<file path="src/verilog/hld_pkg.sv">
/*
  Shared types and constants for the upper/lower result divide unit.
  Assumes a single core clock and an issue pipeline that decodes divide operations.
*/
package hld_pkg;

  // ---------------------------------------------------------------------------
  // Widths and release gating
  // ---------------------------------------------------------------------------
  localparam int unsigned DATA_W        = 64;
  localparam int unsigned WORD_W        = 32;
  localparam int unsigned CNT_W         = 7;
  localparam logic [3:0]  LAST_RELEASE  = 4'h5;
  localparam logic [6:0]  STEPS_DWORD   = 7'h40;
  localparam logic [6:0]  STEPS_WORD    = 7'h20;
  localparam logic [63:0] ZERO_RESET    = 64'h0000_0000_0000_0000;

  // ---------------------------------------------------------------------------
  // Decoded operation
  // ---------------------------------------------------------------------------
  typedef enum logic [1:0] {
    HLD_OP_WORD_SIGNED  = 2'h0,
    HLD_OP_DWORD_SIGNED = 2'h1,
    HLD_OP_DWORD_UNSIGN = 2'h2,
    HLD_OP_NONE         = 2'h3
  } hld_op_t;

  typedef enum logic [1:0] {
    HLD_IDLE = 2'b01,
    HLD_RUN  = 2'b10
  } hld_state_t;

  typedef struct packed {
    hld_op_t     op;
    logic [63:0] first_source_operand;
    logic [63:0] second_source_operand;
  } hld_req_t;

  typedef struct packed {
    logic [63:0] upper_result_register;
    logic [63:0] lower_result_register;
  } hld_res_t;

endpackage : hld_pkg
</file>
<file path="src/verilog/hld_divider.sv">
/*
  Multicycle restoring divider for the two-operand upper/lower result divides.
  Assumes the issue pipeline holds result moves while busy is high and the
  request pulse is one cycle long, on the same clock.
*/
// Overview of operation
// - Signed doubleword divide treats both 64-bit operands as two's complement.
// - Unsigned doubleword divide zero-extends both 64-bit operands before dividing.
// - Signed word divide uses the low 32 bits of each operand as signed.
// - Word divide puts 32-bit quotient low, remainder high.
// - Doubleword divides put 64-bit quotient low, 64-bit remainder high.
// - No arithmetic exception is ever raised, whatever the operands.
// - Zero divisor completes normally; result value is not defined.
// - Unit is enabled only for releases older than the sixth.
// - Reads before a following divide return correct old data.
// - Quotient truncates toward zero; remainder takes dividend sign.
// - Result reads issued before completion stall until results are written.
`timescale 1ns/100ps
module hld_divider
  import hld_pkg::*;
#(
  parameter logic [3:0] RELEASE = 4'h5
) (
  input  wire logic     clk,
  input  wire logic     sys_rst,
  input  wire logic     req_valid,
  input  hld_req_t      req,
  input  wire logic     move_from_upper_result,
  input  wire logic     move_from_lower_result,
  output logic          busy,
  output logic          read_stall,
  output logic          arith_exception,
  output logic          reserved_instruction,
  output hld_res_t      res
);

  // ---------------------------------------------------------------------------
  // Datapath state
  // ---------------------------------------------------------------------------
  localparam logic IMPLEMENTED = (RELEASE <= LAST_RELEASE);

  hld_state_t   state_q, state_d;
  logic [63:0]  quo_q, quo_d;
  logic [63:0]  rem_q, rem_d;
  logic [63:0]  dvs_q, dvs_d;
  logic [6:0]   cnt_q, cnt_d;
  logic         neg_q_q, neg_q_d;
  logic         neg_r_q, neg_r_d;
  logic         word_q, word_d;
  hld_res_t     res_q, res_d;
  logic         stall_q, stall_d;
  logic         rsv_q, rsv_d;

  logic [63:0]  a_ext, b_ext, a_mag, b_mag;
  logic [64:0]  trial;
  logic [63:0]  q_fin, r_fin;
  logic         go;

  always_comb begin
    go    = req_valid && (req.op != HLD_OP_NONE) && IMPLEMENTED;
    a_ext = req.first_source_operand;
    b_ext = req.second_source_operand;
    if (req.op == HLD_OP_WORD_SIGNED) begin
      a_ext = {{WORD_W{req.first_source_operand[31]}}, req.first_source_operand[31:0]};
      b_ext = {{WORD_W{req.second_source_operand[31]}}, req.second_source_operand[31:0]};
    end
    a_mag = a_ext;
    b_mag = b_ext;
    if (req.op != HLD_OP_DWORD_UNSIGN) begin
      if (a_ext[63]) a_mag = 64'h0 - a_ext;
      if (b_ext[63]) b_mag = 64'h0 - b_ext;
    end
    trial = {rem_q, quo_q[63]} - {1'b0, dvs_q};
    q_fin = neg_q_q ? 64'h0 - quo_q : quo_q;
    r_fin = neg_r_q ? 64'h0 - rem_q : rem_q;
  end

  // ---------------------------------------------------------------------------
  // Next state
  // ---------------------------------------------------------------------------
  always_comb begin
    state_d = state_q;
    quo_d   = quo_q;
    rem_d   = rem_q;
    dvs_d   = dvs_q;
    cnt_d   = cnt_q;
    neg_q_d = neg_q_q;
    neg_r_d = neg_r_q;
    word_d  = word_q;
    rsv_d   = req_valid && (req.op != HLD_OP_NONE) && !IMPLEMENTED;
    case (state_q)
      HLD_IDLE: ;
      HLD_RUN: begin
        // Finalise one cycle after the last step
        if (cnt_q == 7'h00) begin
          state_d = HLD_IDLE;
        end else if (!trial[64]) begin
          rem_d = trial[63:0];
          quo_d = {quo_q[62:0], 1'b1};
          cnt_d = cnt_q - 7'h01;
        end else begin
          rem_d = {rem_q[62:0], quo_q[63]};
          quo_d = {quo_q[62:0], 1'b0};
          cnt_d = cnt_q - 7'h01;
        end
      end
      default: state_d = HLD_IDLE;
    endcase
    if (go) begin
      state_d = HLD_RUN;
      word_d  = (req.op == HLD_OP_WORD_SIGNED);
      neg_q_d = (req.op != HLD_OP_DWORD_UNSIGN) && (a_ext[63] ^ b_ext[63]);
      neg_r_d = (req.op != HLD_OP_DWORD_UNSIGN) && a_ext[63];
      dvs_d   = b_mag; // zero divisor just runs out the steps
      rem_d   = 64'h0;
      quo_d   = (req.op == HLD_OP_WORD_SIGNED) ? {a_mag[31:0], 32'h0} : a_mag;
      cnt_d   = (req.op == HLD_OP_WORD_SIGNED) ? STEPS_WORD : STEPS_DWORD;
    end
  end

  // Results written when counting ends and no newer divide replaced it
  logic done;
  assign done = (state_q == HLD_RUN) && (cnt_q == 7'h00) && !go;

  always_comb begin
    res_d = res_q;
    if (done) begin
      if (word_q) begin
        res_d.lower_result_register = {{WORD_W{q_fin[31]}}, q_fin[31:0]};
        res_d.upper_result_register = {{WORD_W{r_fin[31]}}, r_fin[31:0]};
      end else begin
        res_d.lower_result_register = q_fin;
        res_d.upper_result_register = r_fin;
      end
    end
    stall_d = (move_from_upper_result || move_from_lower_result)
              && (go || (state_q == HLD_RUN && !done));
  end

  // ---------------------------------------------------------------------------
  // Registers
  // ---------------------------------------------------------------------------
  always_ff @(posedge clk or posedge sys_rst) begin
    if (sys_rst) begin
      state_q <= HLD_IDLE;
      quo_q   <= ZERO_RESET;
      rem_q   <= ZERO_RESET;
      dvs_q   <= ZERO_RESET;
      cnt_q   <= 7'h00;
      neg_q_q <= 1'b0;
      neg_r_q <= 1'b0;
      word_q  <= 1'b0;
      res_q   <= '0;
      stall_q <= 1'b0;
      rsv_q   <= 1'b0;
    end else begin
      state_q <= state_d;
      quo_q   <= quo_d;
      rem_q   <= rem_d;
      dvs_q   <= dvs_d;
      cnt_q   <= cnt_d;
      neg_q_q <= neg_q_d;
      neg_r_q <= neg_r_d;
      word_q  <= word_d;
      res_q   <= res_d; // held until a divide completes
      stall_q <= stall_d;
      rsv_q   <= rsv_d;
    end
  end

  logic busy_q;
  always_ff @(posedge clk or posedge sys_rst) begin
    if (sys_rst) busy_q <= 1'b0;
    else         busy_q <= go || (state_q == HLD_RUN && !done);
  end

  assign busy                 = busy_q;
  assign read_stall           = stall_q;
  assign arith_exception      = 1'b0;
  assign reserved_instruction = rsv_q;
  assign res                  = res_q;
endmodule : hld_divider

</file>
<file path="config.mk">
export PLATFORM = sky130hd
export DESIGN_NAME = hld_divider
export DESIGN_NICKNAME = d
export VERILOG_FILES = /design/src/verilog/hld_pkg.sv /design/src/verilog/hld_divider.sv
export SDC_FILE = /design/constraint.sdc
export NUM_CORES = 1
export LEC_CHECK = 0
export ABC_CLOCK_PERIOD_IN_PS = 11250
export BUFFER_PORTS_ARGS = -buffer_cell sky130_fd_sc_hd__buf_2
export CAP_MARGIN = 20
export CORE_MARGIN = 10
export CORE_UTILIZATION = 50
export DETAILED_ROUTE_END_ITERATION = 10
export PLACE_DENSITY = 0.7
export SETUP_SLACK_MARGIN = 0.05
export SYNTH_ARGS = -nofsm -noshare
export SYNTH_HDL_FRONTEND = slang
export SYNTH_SLANG_ARGS = --single-unit
</file>
<file path="constraint.sdc">
create_clock -name clk -period 11.25 [get_ports clk]
set_input_delay 1.125 -clock clk [delete_from_list [all_inputs] [get_ports clk]]
set_output_delay 1.125 -clock clk [all_outputs]
set_load 0.005 [all_outputs]
</file>
**Yosys cells after proc, flatten, opt, wreduce, memory -nomap -nowiden**

Cells that the tools add are included.
Widths: inputs -> output; s select.

- Input bits: 135
- Bits in registers: 334
- Logic and storage cells: 67

- Bitwise gates (word level): 1
- Mux-type cells: 25
- Equality and inequality tests: 7
- Reduce and logical (&&, ||, !) cells: 16
- Add/sub/neg operators: 6

Operators by type and width:

| kind | count |
|---|---|
| $mux 64 | 16 |
| $sub 1x64->64 const A | 4 |
| $mux 128 | 1 |
| $sub 65x64->65 | 1 |
| $mux 7 | 4 |
| $ne 2x2->1 const B | 4 |
| $logic_and 1x1->1 | 7 |
| $logic_not 7->1 | 1 |
| $sub 7x1->7 const B | 1 |
| $mux 2 | 2 |
| $pmux 2 s2 | 1 |
| $reduce_and 2->1 | 2 |
| $ne 3x3->1 const B | 1 |
| $eq 2x1->1 const B | 1 |
| $eq 2x2->1 const B | 1 |
| $logic_not 1->1 | 2 |
| $logic_not 2->1 | 1 |
| $logic_or 1x1->1 | 2 |
| $reduce_bool 2->1 | 1 |
| $mux 1 | 1 |
| $xor 1x1->1 | 1 |

**Depth between registers and ports, before layout**

Gate-level depths: netlist of the first run.

- Word-level depth: 8
- Gate-level depth with buffers: 15

**Least setup slack after synthesis of the first run**

OpenSTA, ideal clock, no wires.

- Path type: input to register
- From: in req[78] (netlist bit)
- To: reg quo_q[57]
- Setup time: 111 ps
- Slack: 6947 ps
- Stages on the path: 12
- Arrival time: 4192 ps
- Path buffers: 3
- Path through: or4_4 > or4_1 > buf_2 > or4_1 > buf_2 > or3b_1 > buf_6 > nor2_4 > nand3_2 > o21ai_0 > xor2_1 > a222oi_1

- Longest elaborated chain between the ends: 6

Ends and longest elaborated chain:

| what | line | RTL |
|---|---|---|
| start: declaration | hld_divider.sv:27 | `input hld_req_t req,` |
| $mux 64 | hld_divider.sv:63 | `if (req.op == HLD_OP_WORD_SIGNED) begin` |
| $sub 1x64->64 | hld_divider.sv:70 | `if (a_ext[63]) a_mag = 64'h0 - a_ext;` |
| $mux 64 | hld_divider.sv:70 |  |
| $mux 64 | hld_divider.sv:69 | `if (req.op != HLD_OP_DWORD_UNSIGN) begin` |
| $mux 64 | hld_divider.sv:116 | `quo_d = (req.op == HLD_OP_WORD_SIGNED) ? {a_mag[31:0], 32'h0} : a_mag;` |
| $mux 64 | hld_divider.sv:109 | `if (go) begin` |
| end signal: assignment | hld_divider.sv:158 | `quo_q <= quo_d;` |
| end: declaration | hld_divider.sv:43 | `logic [63:0] quo_q, quo_d;` |

No other way between the ends.
A chain may end at the register's enable or synchronous reset.

**Worst setup path after layout of the first run**

- From: reg rem_q[12]
- To: reg rem_q[62]

- Longest elaborated chain between the ends: 5

Ends and longest elaborated chain:

| what | line | RTL |
|---|---|---|
| start: declaration | hld_divider.sv:44 | `logic [63:0] rem_q, rem_d;` |
| start signal: assignment | hld_divider.sv:159 | `rem_q <= rem_d;` |
| $sub 65x64->65 | hld_divider.sv:73 | `trial = {rem_q, quo_q[63]} - {1'b0, dvs_q};` |
| $mux 64 | hld_divider.sv:97 | `end else if (!trial[64]) begin` |
| $mux 64 | hld_divider.sv:95 | `if (cnt_q == 7'h00) begin` |
| $mux 64 | hld_divider.sv:91 | `case (state_q)` |
| $mux 64 | hld_divider.sv:109 |  |

No other way between the ends. The select of a mux whose other input is x is not followed.

==> results by group, run 1 <==
Job
  – Max-capacitance violation count: 0

Clocking
  – Clk_lat worst skew: roughly 0.56 ns
  – Post-CTS Resized: 0
  – CTS Buf Count: 39
  – Clock slew at reported path FFs: around 0.06 ns
  – CTS Hold Bufs: 0
  – Htree depth: 2
  – Setup bufs post-CTS: 0
  – CTS sink count: 334
  – Clk root buf: clkbuf_16
  – CTS tree: yes
  – Deepest clock path buffer count: 3

Power and ir drop
  – Sw power: around 3.5 mW
  – Reg power frac: just over 30%
  – Gate power share: between 40% and 50%
  – Total chip power: 7.57 mW
  – Clock power frac: between 10% and 20%
  – Leakage: approximately 12 nW
  – Worst VDD drop: between 0.2 and 0.3 mV
  – Pwr per Cell Area: approximately 280 nW/um^2
  – Internal Power: about 4 mW
  – Switching share of power: around 46%

Timing
  – Slew Limit Fails: 0
  – Skew final: ~0.021 ns
  – Max-slew headroom: about a quarter
  – Final worst path period need: 4.72 ns
  – Setup tns final: 0 ns
  – RSZ-0062 raised after global routing: no
  – Final hold vios: 0
  – Setup violators final: 0
  – Fmax: ~210 MHz
  – Slew @ Worst Pin: roughly 1.1 ns
  – Hold WS: around 0.47 ns
  – Final Cycle Share: approximately two fifths

Synthesis
  – EDFF count, synth: 0
  – Mean Syn Cell Area: roughly 8.1 sq um
  – Share of the synthesized area in the top cell type: a little over a third
  – Yosys reg bits: around 330
  – Post-Syn Instances: just under 3,000
  – Synth Flop Type: dfrtp_1
  – Synth area leaders: dfrtp_1 36%, o21ai_0 8.5%, nand2_1 7.0%
  – Sequential fraction of the synthesis area: a little over a third
  – Synth warn: 0
  – Post-synth top area cell: dfrtp_1
  – Ys async rst share: between 90% and 100%
  – Synth cell types: 83
  – Mapped Area: 23,400 sq um

Detailed routing
  – Drt first-iter violations: roughly 2,500
  – 1st-pass router iterations: 6
  – Residual DRC count: 0
  – Post-route ant nets: 0
  – WL/cell: 21.8 microns
  – Routed vias: 22,919
  – Vias per inst: 6.21
  – Drt total wl: between 80 and 90 mm

Global route
  – Global-route wire length before repair: between 100 and 150 mm
  – Initial antenna violation count: 4
  – Congestion Overflow GR: 0
  – Largest net degree at the start of global routing: between 100 and 150
  – GRT Total Usage: 27.5%
  – Vias in the first global route: between 20,000 and 25,000

Finish
  – Final core occ: a little under three fifths
  – Final #Nets: roughly 3,300
  – Share of cells above drive strength 1: 12.9%
  – Layout fillers: roughly 4,400
  – Layout area overhead: 13.6%
  – Layout Cells excl Fill: between 3,000 and 4,000

Floorplanning
  – I/O pin count: about 270
  – Starting density of the core: about half
  – Die area: approximately 56,000 sq um
  – Die X-Extent: 237 microns
  – # rows: between 70 and 80
  – Core area: roughly 46,000 sq um
  – Die Ht: 237 microns

Hold path
  – Type of the tightest min-delay check: register to register

Placed design
  – Port Buffers: 264
  – RePlAce Congestion: ~0.96
  – # placed instances: between 3,000 and 4,000
  – HPWL Detailed: 61.1 mm

Worst setup path
  – Critical Path Sink Type: register
  – Worst EP arrival: between 5 and 6 ns
  – CP required: around 12 ns
  – Startpoint types: register
  – Worst Path Max Fanout: 57
  – CP Class: register to register

Outcome
  – Status: finished, final reports clean
## logic make-up after synthesis
| kind of cell | after synthesis | synth area share [%] |
|---|---|---|
| other cells | 1 | 0.0160 |
| buf+inv | 266 | 4.40 |
| flops | 334 | 35.7 |
| simple gates | 931 | 18.5 |
| fa+ha+maj | 71 | 3.82 |
| xor+xnor | 294 | 11.0 |
| compound gates | 942 | 24.1 |
| mux | 59 | 2.52 |
## placed cells by master (no fill, tap or decap), types with 50 or more instances in the layout
master,n
nand2_1,438
o21ai_0,396
dfrtp_1,332
inv_1,88
nor2_1,160
o31ai_1,57
a21oi_1,181
xor2_1,152
buf_2,264
nor3_1,50
mux2i_1,58
ha_1,70
xnor2_1,140
a31oi_1,69
## metal layers
layer | up-vias | wire [microns] | share of wire [%] | global-route usage, %
li1 | 10725 | - | - | -
met1 | 11019 | 38800 | 48 | 43.3
met2 | 1083 | 32200 | 40 | 37.0
met3 | 88 | 8460 | 11 | 6.75
met4 | 4 | 1110 | 1.4 | 4.75
met5 | - | 27 | 0.034 | 0
## power by group through the flow
stage | registers, mW | logic, mW | clock network (mW)
after floorplan | 2.05 | 2.63 | 0
after global placement | 2.25 | 3.64 | 0
after detailed placement | 2.28 | 3.70 | 0
after CTS | 2.26 | 3.72 | 1.51
after global routing | 2.35 | 4.17 | 1.55
final | 2.30 | 3.77 | 1.49
## layout make-up
type | instances | area (sq um) | area share, %
clock buffers | 49 | 1120 | 4.19
well taps | 607 | 759 | 2.85
diodes | 2 | 5.00 | 0.0188
inverters | 90 | 345 | 1.30
repair buffers | 290 | 1540 | 5.77
clock inverters | 22 | 397 | 1.49
flip-flops and latches | 334 | 8360 | 31.4
multi-input cells | 2299 | 14100 | 53.0
## per-stage QoR
step                      instance area (sq um)  setup slack (ns)
after CTS                                 26600              6.57
after floorplan                           23400             0.873
after global placement                    25100              6.49
after global routing                      26600              6.20
final                                     26600              6.53
after detailed placement                  25100              6.44
## path summary, 6_finish.rpt
check | cells past startpoint | end | from | slack (ns)
max | 12 | rem_q[62] | rem_q[12] | 6.53
min | 2 | res[70] | res[70] | 0.47
max reg2reg | 12 | rem_q[62] | rem_q[12] | 6.53
min reg2reg | 2 | res[70] | res[70] | 0.47
max in group asynchronous | 5 | neg_r_q | sys_rst | 8.21
min in group asynchronous | 2 | res[84] | sys_rst | 0.68
## synth_stat cells (all sizes together), types with 38 or more instances
library cell    n
nand2         439
o21ai         397
dfrtp         333
a21oi         181
nor2          165
xor2          153
clkbuf        150
xnor2         141
inv            89
ha             70
a31oi          69
mux2i          58
o31ai          57
nor3           51
or3            40
o22ai          39
or4            39
nand3          38
## sequential cells by signal, indices dropped and copies added (netlist names)
name and flops:
cnt_q 7, quo_q 64, rem_q 64, res 128, neg_q_q 1, busy 1
dvs_q 64, state_q 2, neg_r_q 1, read_stall 1, word_q 1
## critical path: stages (launching register included)
cell and delay (ns):
dfrtp_1 0.47, ha_1 0.43, a21oi_1 0.16, o21ai_0 0.14, or3_1 0.32, o32ai_1 0.61, o31a_1 0.48, nor4_1 0.14
nor2_1 0.39, xnor2_2 0.15, buf_4 0.58, nand2_1 0.37, o32ai_1 0.35
Note: power is estimated with default switching activity, not from simulation.
==> run 2, diff against run 1 <==
--- a/config.mk
+++ b/config.mk
@@ -5,7 +5,7 @@
 export SDC_FILE = /design/constraint.sdc
 export NUM_CORES = 1
 export LEC_CHECK = 0
-export ABC_CLOCK_PERIOD_IN_PS = 11250
+export ABC_CLOCK_PERIOD_IN_PS = 4500
 export BUFFER_PORTS_ARGS = -buffer_cell sky130_fd_sc_hd__buf_2
 export CAP_MARGIN = 20
 export CORE_MARGIN = 10
==> constraint.sdc (replaced) <==
create_clock -name clk -period 4.5 [get_ports clk]
set_input_delay 0.45 -clock clk [delete_from_list [all_inputs] [get_ports clk]]
set_output_delay 0.45 -clock clk [all_outputs]
set_load 0.005 [all_outputs]
==> run 2 against run 1 <==
Cell area is 0.22% higher. Power is 150% higher. Via count about the same. Register-to-register slack lost 6.2 ns. Non-clock buffer count rose by 26.
==> results by group, run 2 (synthesized netlist as in run 1, its figures left out) <==
Global route
  – Largest net degree at the start of global routing: 147 (+23%)
  – Congestion Overflow GR: 0 (unchanged)
  – GRT Total Usage: 27.1% (-0.37 points)
  – Global-route wire length before repair: 123 mm (-1.0%)
  – Initial antenna violation count: 5 (+1)
  – Vias in the first global route: 21,079 (+0.27%)

Timing
  – Hold WS: 0.0172 ns (-0.455 ns)
  – Final hold vios: 0 (unchanged)
  – Setup violators final: 0 (unchanged)
  – Slew Limit Fails: 0 (unchanged)
  – Max-slew headroom: 46.1% (+20 points)
  – Final Cycle Share: 92.5% (+51 points)
  – RSZ-0062 raised after global routing: no
  – Final worst path period need: 4.16 ns (-0.557 ns)
  – Skew final: 0.0260 ns (+0.00526 ns)
  – Fmax: 240 MHz (+13%)
  – Slew @ Worst Pin: 0.789 ns (-0.310 ns)
  – Setup WS post-layout: 0.337 ns (-6.19 ns)
  – Setup tns final: 0 ns (unchanged)

Clocking
  – Htree depth: 2 (unchanged)
  – CTS Hold Bufs: 0 (unchanged)
  – Post-CTS Resized: 0 (unchanged)
  – Setup bufs post-CTS: 0 (unchanged)
  – CTS Buf Count: 38 (-2.6%)
  – Deepest clock path buffer count: 3 (unchanged)
  – Clock slew at reported path FFs: 0.06 ns (about the same)
  – Clk root buf: clkbuf_16
  – CTS tree: yes
  – Clk_lat worst skew: 0.57 ns (about the same)
  – CTS sink count: 334 (unchanged)

Detailed routing
  – Routed vias: 22,929 (+0.044%)
  – Drt total wl: 79.5 mm (-1.3%)
  – Residual DRC count: 0 (unchanged)
  – Post-route ant nets: 0 (unchanged)
  – 1st-pass router iterations: 6 (unchanged)
  – Vias per inst: 6.16 (-0.71%)
  – WL/cell: 21.4 microns (-2.1%)
  – Drt first-iter violations: 2,868 (+13%)

Floorplanning
  – I/O pin count: 267 (unchanged)
  – Die area: 55,900 sq um (unchanged)
  – Core area: 46,500 sq um (unchanged)
  – Starting density of the core: 50.5% (unchanged)
  – # rows: 79 (unchanged)
  – Die Ht: 237 microns (unchanged)
  – Die X-Extent: 237 microns (unchanged)

Power and ir drop
  – Pwr per Cell Area: 700 nW/um^2 (+150%)
  – Leakage: 11.6 nW (+0.46%)
  – Worst VDD drop: 0.478 mV (+62%)
  – Total chip power: 18.7 mW (+150%)

Worst setup path
  – Register-to-register setup slack: 0.34 ns (-6.19 ns)
  – Worst Path Max Fanout: 5 (-91%)
  – Worst EP arrival: 4.60 ns (-0.58 ns)
  – Number of stages on the worst setup path: 12 (unchanged)
  – RR Endpoint: rem_q[59]
  – Startpoint types: register
  – Worst r2r path cells: 12 (unchanged)
  – CP Class: register to register
  – Critical-path cell list: ha_1 -> nand2_1 -> or3_1 -> or4_1 -> o21ai_0 -> nor3_1 -> a2111oi_0 -> buf_4 -> nor2_1 -> o21ai_0 -> xnor2_1 -> o21ai_0
  – CP required: 4.93 ns (-6.78 ns)
  – CP most frequent cell: o21ai_0
  – CP top delay family: simple AND/OR/NAND/NOR gates
  – Critical Path Sink Type: register
  – Critical R2R Launch: rem_q[15]
  – Crit-path max cell delay: 0.73 ns (+0.12 ns)
  – Buffers and inverters on the worst path: 1 (unchanged)
  – Slowest cell on the critical path: a2111oi_0

Finish
  – Final core occ: 57.5% (+0.13 points)
  – Final #Nets: 3,285 (+0.77%)
  – Commonest cells after routing, fill and taps aside: 438 x nand2_1, 396 x o21ai_0, 332 x dfrtp_1, 264 x buf_2, 181 x a21oi_1
  – Layout Cells excl Fill: 3,721 (+0.76%)
  – Flip-flop count of the largest register after layout: 128 (unchanged)
  – Layout area overhead: 13.9%
  – Final instance area: 26,700 sq um (+0.22%)
  – Share of cells above drive strength 1: 13.4% (+0.51 points)
  – Commonest non-fill, non-tap cell in the layout: nand2_1
  – Layout fillers: 4,297 (-1.5%)

Outcome
  – Status: finished, final reports clean

Placed design
  – Port Buffers: 264 (unchanged)
  – RePlAce Congestion: 1.00 (+4.8%)
  – # placed instances: 3,646 (+0.75%)
  – Area after DPL: 25,400 sq um (+1.1%)
  – Setup WS pre-CTS: 0.451 ns (-5.99 ns)
  – HPWL Detailed: 61.3 mm (+0.44%)

Job
  – Max-capacitance violation count: 0 (unchanged)

Hold path
  – Type of the tightest min-delay check: primary input to asynchronous set/reset pin
-- run 2: cell types whose count changed in the layout (fill, tap and decap cells not counted), moves of 2 or more --
cell / before / now
bufinv_16: 11 / 5
buf_12: 0 / 6
diode_2: 2 / 5
inv_6: 0 / 2
clkbuf_16: 41 / 39
clkbuf_8: 6 / 4
clkinv_8: 0 / 2
buf_4: 25 / 46
clkbuf_1: 2 / 8
-- run 2: final cells by class --
cell class                      instances  area (sq um)  area share (%)
Clock buffer                           51          1060            3.97
Multi-Input combinational cell       2299         14100            52.9
Timing Repair Buffer                  316          1790            6.69
Antenna cell                            5          12.5          0.0469
Sequential cell                       334          8360            31.3
Clock inverter                         19           256           0.961
Inverter                               90           342            1.28
Tap cell                              607           759            2.84
-- run 2: per-layer routing --
metal	GRT usage (%)	wire length, microns	part of all wire (%)	vias up
met5	0	13	0.016	-
li1	-	-	-	10780
met2	36.4	31600	40	1164
met3	6.98	8950	11	94
met4	5.00	1190	1.5	2
met1	42.4	37700	47	10889
-- run 2: worst register-to-register path: stages, from the launching register on --
cell and delay (ns):
dfrtp_1 0.45, ha_1 0.41, nand2_1 0.12, or3_1 0.45, or4_1 0.63, o21ai_0 0.26, nor3_1 0.16, a2111oi_0 0.73
buf_4 0.23, nor2_1 0.06, o21ai_0 0.26, xnor2_1 0.17, o21ai_0 0.12
-- run 2: power by group --
group / switching [mW] / leakage [nW] / total [mW] / internal, mW
combinational: 5.90 / 6.75 / 9.76 / 3.85
sequential: 1.53 / 4.24 / 5.65 / 4.13
clock: 1.32 / 0.648 / 3.28 / 1.96
total: 8.75 / 11.6 / 18.7 / 9.94
-- run 2: worst max-delay path by stage --
| stage | start | endpoint | slack, ns |
|---|---|---|---|
| global route | quo_q[14] | res[63] | 0.20 |
| floorplan | sys_rst | busy | -0.41 |
| finish | rem_q[15] | rem_q[59] | 0.34 |
| global placement | quo_q[14] | res[63] | 0.52 |
| detailed placement | quo_q[14] | res[63] | 0.45 |
| CTS | quo_q[15] | res[63] | 0.45 |
==> run 3, diff against run 2 <==
--- a/config.mk
+++ b/config.mk
@@ -9,9 +9,8 @@
 export BUFFER_PORTS_ARGS = -buffer_cell sky130_fd_sc_hd__buf_2
 export CAP_MARGIN = 20
 export CORE_MARGIN = 10
-export CORE_UTILIZATION = 50
+export CORE_UTILIZATION = 30
 export DETAILED_ROUTE_END_ITERATION = 10
-export PLACE_DENSITY = 0.7
 export SETUP_SLACK_MARGIN = 0.05
 export SYNTH_ARGS = -nofsm -noshare
 export SYNTH_HDL_FRONTEND = slang
==> run 3 against run 2 <==
Clock-buffer cell count is 3 lower. Utilization fell by 22 points. Via count shrank 3.8%. Sequential power is 0.9% lower. Worst setup slack gained 0.024 ns. Sequential share of layout area fell by 0.55 points. Critical path type unchanged. Highest routed layer unchanged.
==> results by group, run 3 (synthesized netlist as in run 1, its figures left out) <==
Worst setup path
  – Startpoint types: register
  – CP required: 4.96 ns (+0.03 ns)
  – Critical Path Sink Type: register
  – Worst EP arrival: 4.60 ns (about the same)
  – Worst Path Max Fanout: 14 (+9)
  – CP Class: register to register

Timing
  – Slew @ Worst Pin: 1.06 ns (+0.267 ns)
  – Skew final: 0.0327 ns (+0.00672 ns)
  – Max-slew headroom: 29.4% (-17 points)
  – Final hold vios: 0 (unchanged)
  – RSZ-0062 raised after global routing: no
  – Final worst path period need: 4.14 ns (-0.0236 ns)
  – Setup violators final: 0 (unchanged)
  – Slew Limit Fails: 0 (unchanged)
  – Fmax: 242 MHz (+0.57%)
  – Final Cycle Share: 92.0% (-0.53 points)
  – Setup tns final: 0 ns (unchanged)

Global route
  – Vias in the first global route: 20,612 (-2.2%)
  – Largest net degree at the start of global routing: 147 (unchanged)
  – Congestion Overflow GR: 0 (unchanged)
  – GRT Total Usage: 17.6% (-9.5 points)
  – Global-route wire length before repair: 127 mm (+2.9%)
  – Initial antenna violation count: 33 (+28)

Finish
  – Final instance area: 27,200 sq um (+1.8%)
  – Layout fillers: 8,200 (+91%)
  – Commonest non-fill, non-tap cell in the layout: nand2_1
  – Commonest cells after routing, fill and taps aside: 438 x nand2_1, 396 x o21ai_0, 330 x dfrtp_1, 264 x buf_2, 181 x a21oi_1
  – Flip-flop count of the largest register after layout: 128 (unchanged)
  – Final #Nets: 3,291 (+0.18%)
  – Final core occ: 35.1% (-22 points)
  – Layout area overhead: 16.0%
  – Layout Cells excl Fill: 4,163 (+12%)
  – Share of cells above drive strength 1: 13.5% (+0.088 points)

Placed design
  – HPWL Detailed: 65.3 mm (+6.5%)
  – RePlAce Congestion: 0.939 (-6.2%)
  – # placed instances: 4,088 (+12%)
  – Area after DPL: 26,000 sq um (+2.5%)
  – Port Buffers: 264 (unchanged)

Floorplanning
  – Die area: 89,700 sq um (+60%)
  – Die Ht: 300 microns (+27%)
  – I/O pin count: 267 (unchanged)
  – # rows: 102 (+29%)
  – Die X-Extent: 300 microns (+27%)
  – Starting density of the core: 30.3% (-20 points)
  – Core area: 77,500 sq um (+67%)

Power and ir drop
  – Worst VDD drop: 0.421 mV (-12%)
  – Leakage: 11.6 nW (-0.41%)
  – Pwr per Cell Area: 681 nW/um^2 (-2.8%)
  – Total chip power: 18.5 mW (-1.0%)

Job
  – Max-capacitance violation count: 0 (unchanged)

Clocking
  – Clock slew at reported path FFs: 0.06 ns (about the same)
  – Htree depth: 2 (unchanged)
  – Deepest clock path buffer count: 3 (unchanged)
  – Clk root buf: clkbuf_16
  – Setup bufs post-CTS: 0 (unchanged)
  – CTS tree: yes
  – CTS Buf Count: 35 (-7.9%)
  – CTS sink count: 334 (unchanged)
  – Clk_lat worst skew: 0.55 ns (-0.02 ns)

Detailed routing
  – Routed vias: 22,063 (-3.8%)
  – Residual DRC count: 0 (unchanged)
  – Vias per inst: 5.30 (-14%)
  – 1st-pass router iterations: 5 (-1)
  – Post-route ant nets: 0 (unchanged)
  – Drt first-iter violations: 2,032 (-29%)
  – Drt total wl: 82.6 mm (+3.9%)
  – WL/cell: 19.8 microns (-7.1%)

Hold path
  – Type of the tightest min-delay check: primary input to asynchronous set/reset pin

Outcome
  – Status: finished, final reports clean
[run 3: worst max-delay path, cell delays in order, from the launching register on]
cell      delay (ns)
dfrtp_1         0.45
ha_1            0.43
a21o_1          0.21
a21o_1          0.19
a221oi_1        0.66
o221ai_1        0.28
a21oi_1         0.24
o21ai_0         0.14
nor2_1          0.36
buf_4           0.23
xor2_4          0.35
buf_4           0.27
a21oi_1         0.09
a21oi_1         0.16
[run 3: layer usage]
metal  vias up  part of all wire, %  global-route usage, %
met5         -                 0.28                      0
met4        36                  2.5                   4.75
met3       133                  7.9                   3.45
met2       722                   42                   25.1
met1     10354                   48                   26.4
li1      10818                    -                      -
[run 3: power by group]
group | switching (mW) | total, mW | internal [mW] | leakage, nW
combinational | 5.97 | 9.94 | 3.97 | 6.79
sequential | 1.48 | 5.60 | 4.13 | 4.23
clock | 1.30 | 2.95 | 1.66 | 0.556
total | 8.74 | 18.5 | 9.76 | 11.6
[run 3: area by class of cell]
class / count / area (sq um) / share of cell area [%]
diodes: 12 / 30.0 / 0.110
repair buffers: 325 / 1870 / 6.87
flip-flops and latches: 334 / 8360 / 30.8
well taps: 1040 / 1300 / 4.79
clock buffers: 48 / 976 / 3.59
inverters: 90 / 342 / 1.26
multi-input cells: 2299 / 14100 / 52.0
clock inverters: 15 / 161 / 0.594
[run 3: through the flow]
step / worst slack, ns / hold slack (ns)
2_1_floorplan: -0.412 / 0.450
3_3_place_gp: 0.416 / 0.457
5_1_grt: 0.200 / 0.142
4_1_cts: 0.416 / 0.0842
6_report: 0.361 / 0.0828
3_5_place_dp: 0.405 / 0.465
[run 3: what timing repair did]
action,4_1_cts,5_1_grt
hold buffers,0,0
setup endpoints to repair,0,1
gates resized for setup,0,1
[run 3: final timing paths]
kind	cells after the start	from	slack, ns	to
min in group clk	3	move_from_upper_result	0.13	read_stall
setup / recovery	13	rem_q[28]	0.36	rem_q[50]
hold reg to reg	2	res[111]	0.47	res[111]
hold / removal	2	sys_rst	0.08	res[74]
setup reg to reg	13	rem_q[28]	0.36	rem_q[50]
max in group asynchronous	3	sys_rst	3.36	res[14]
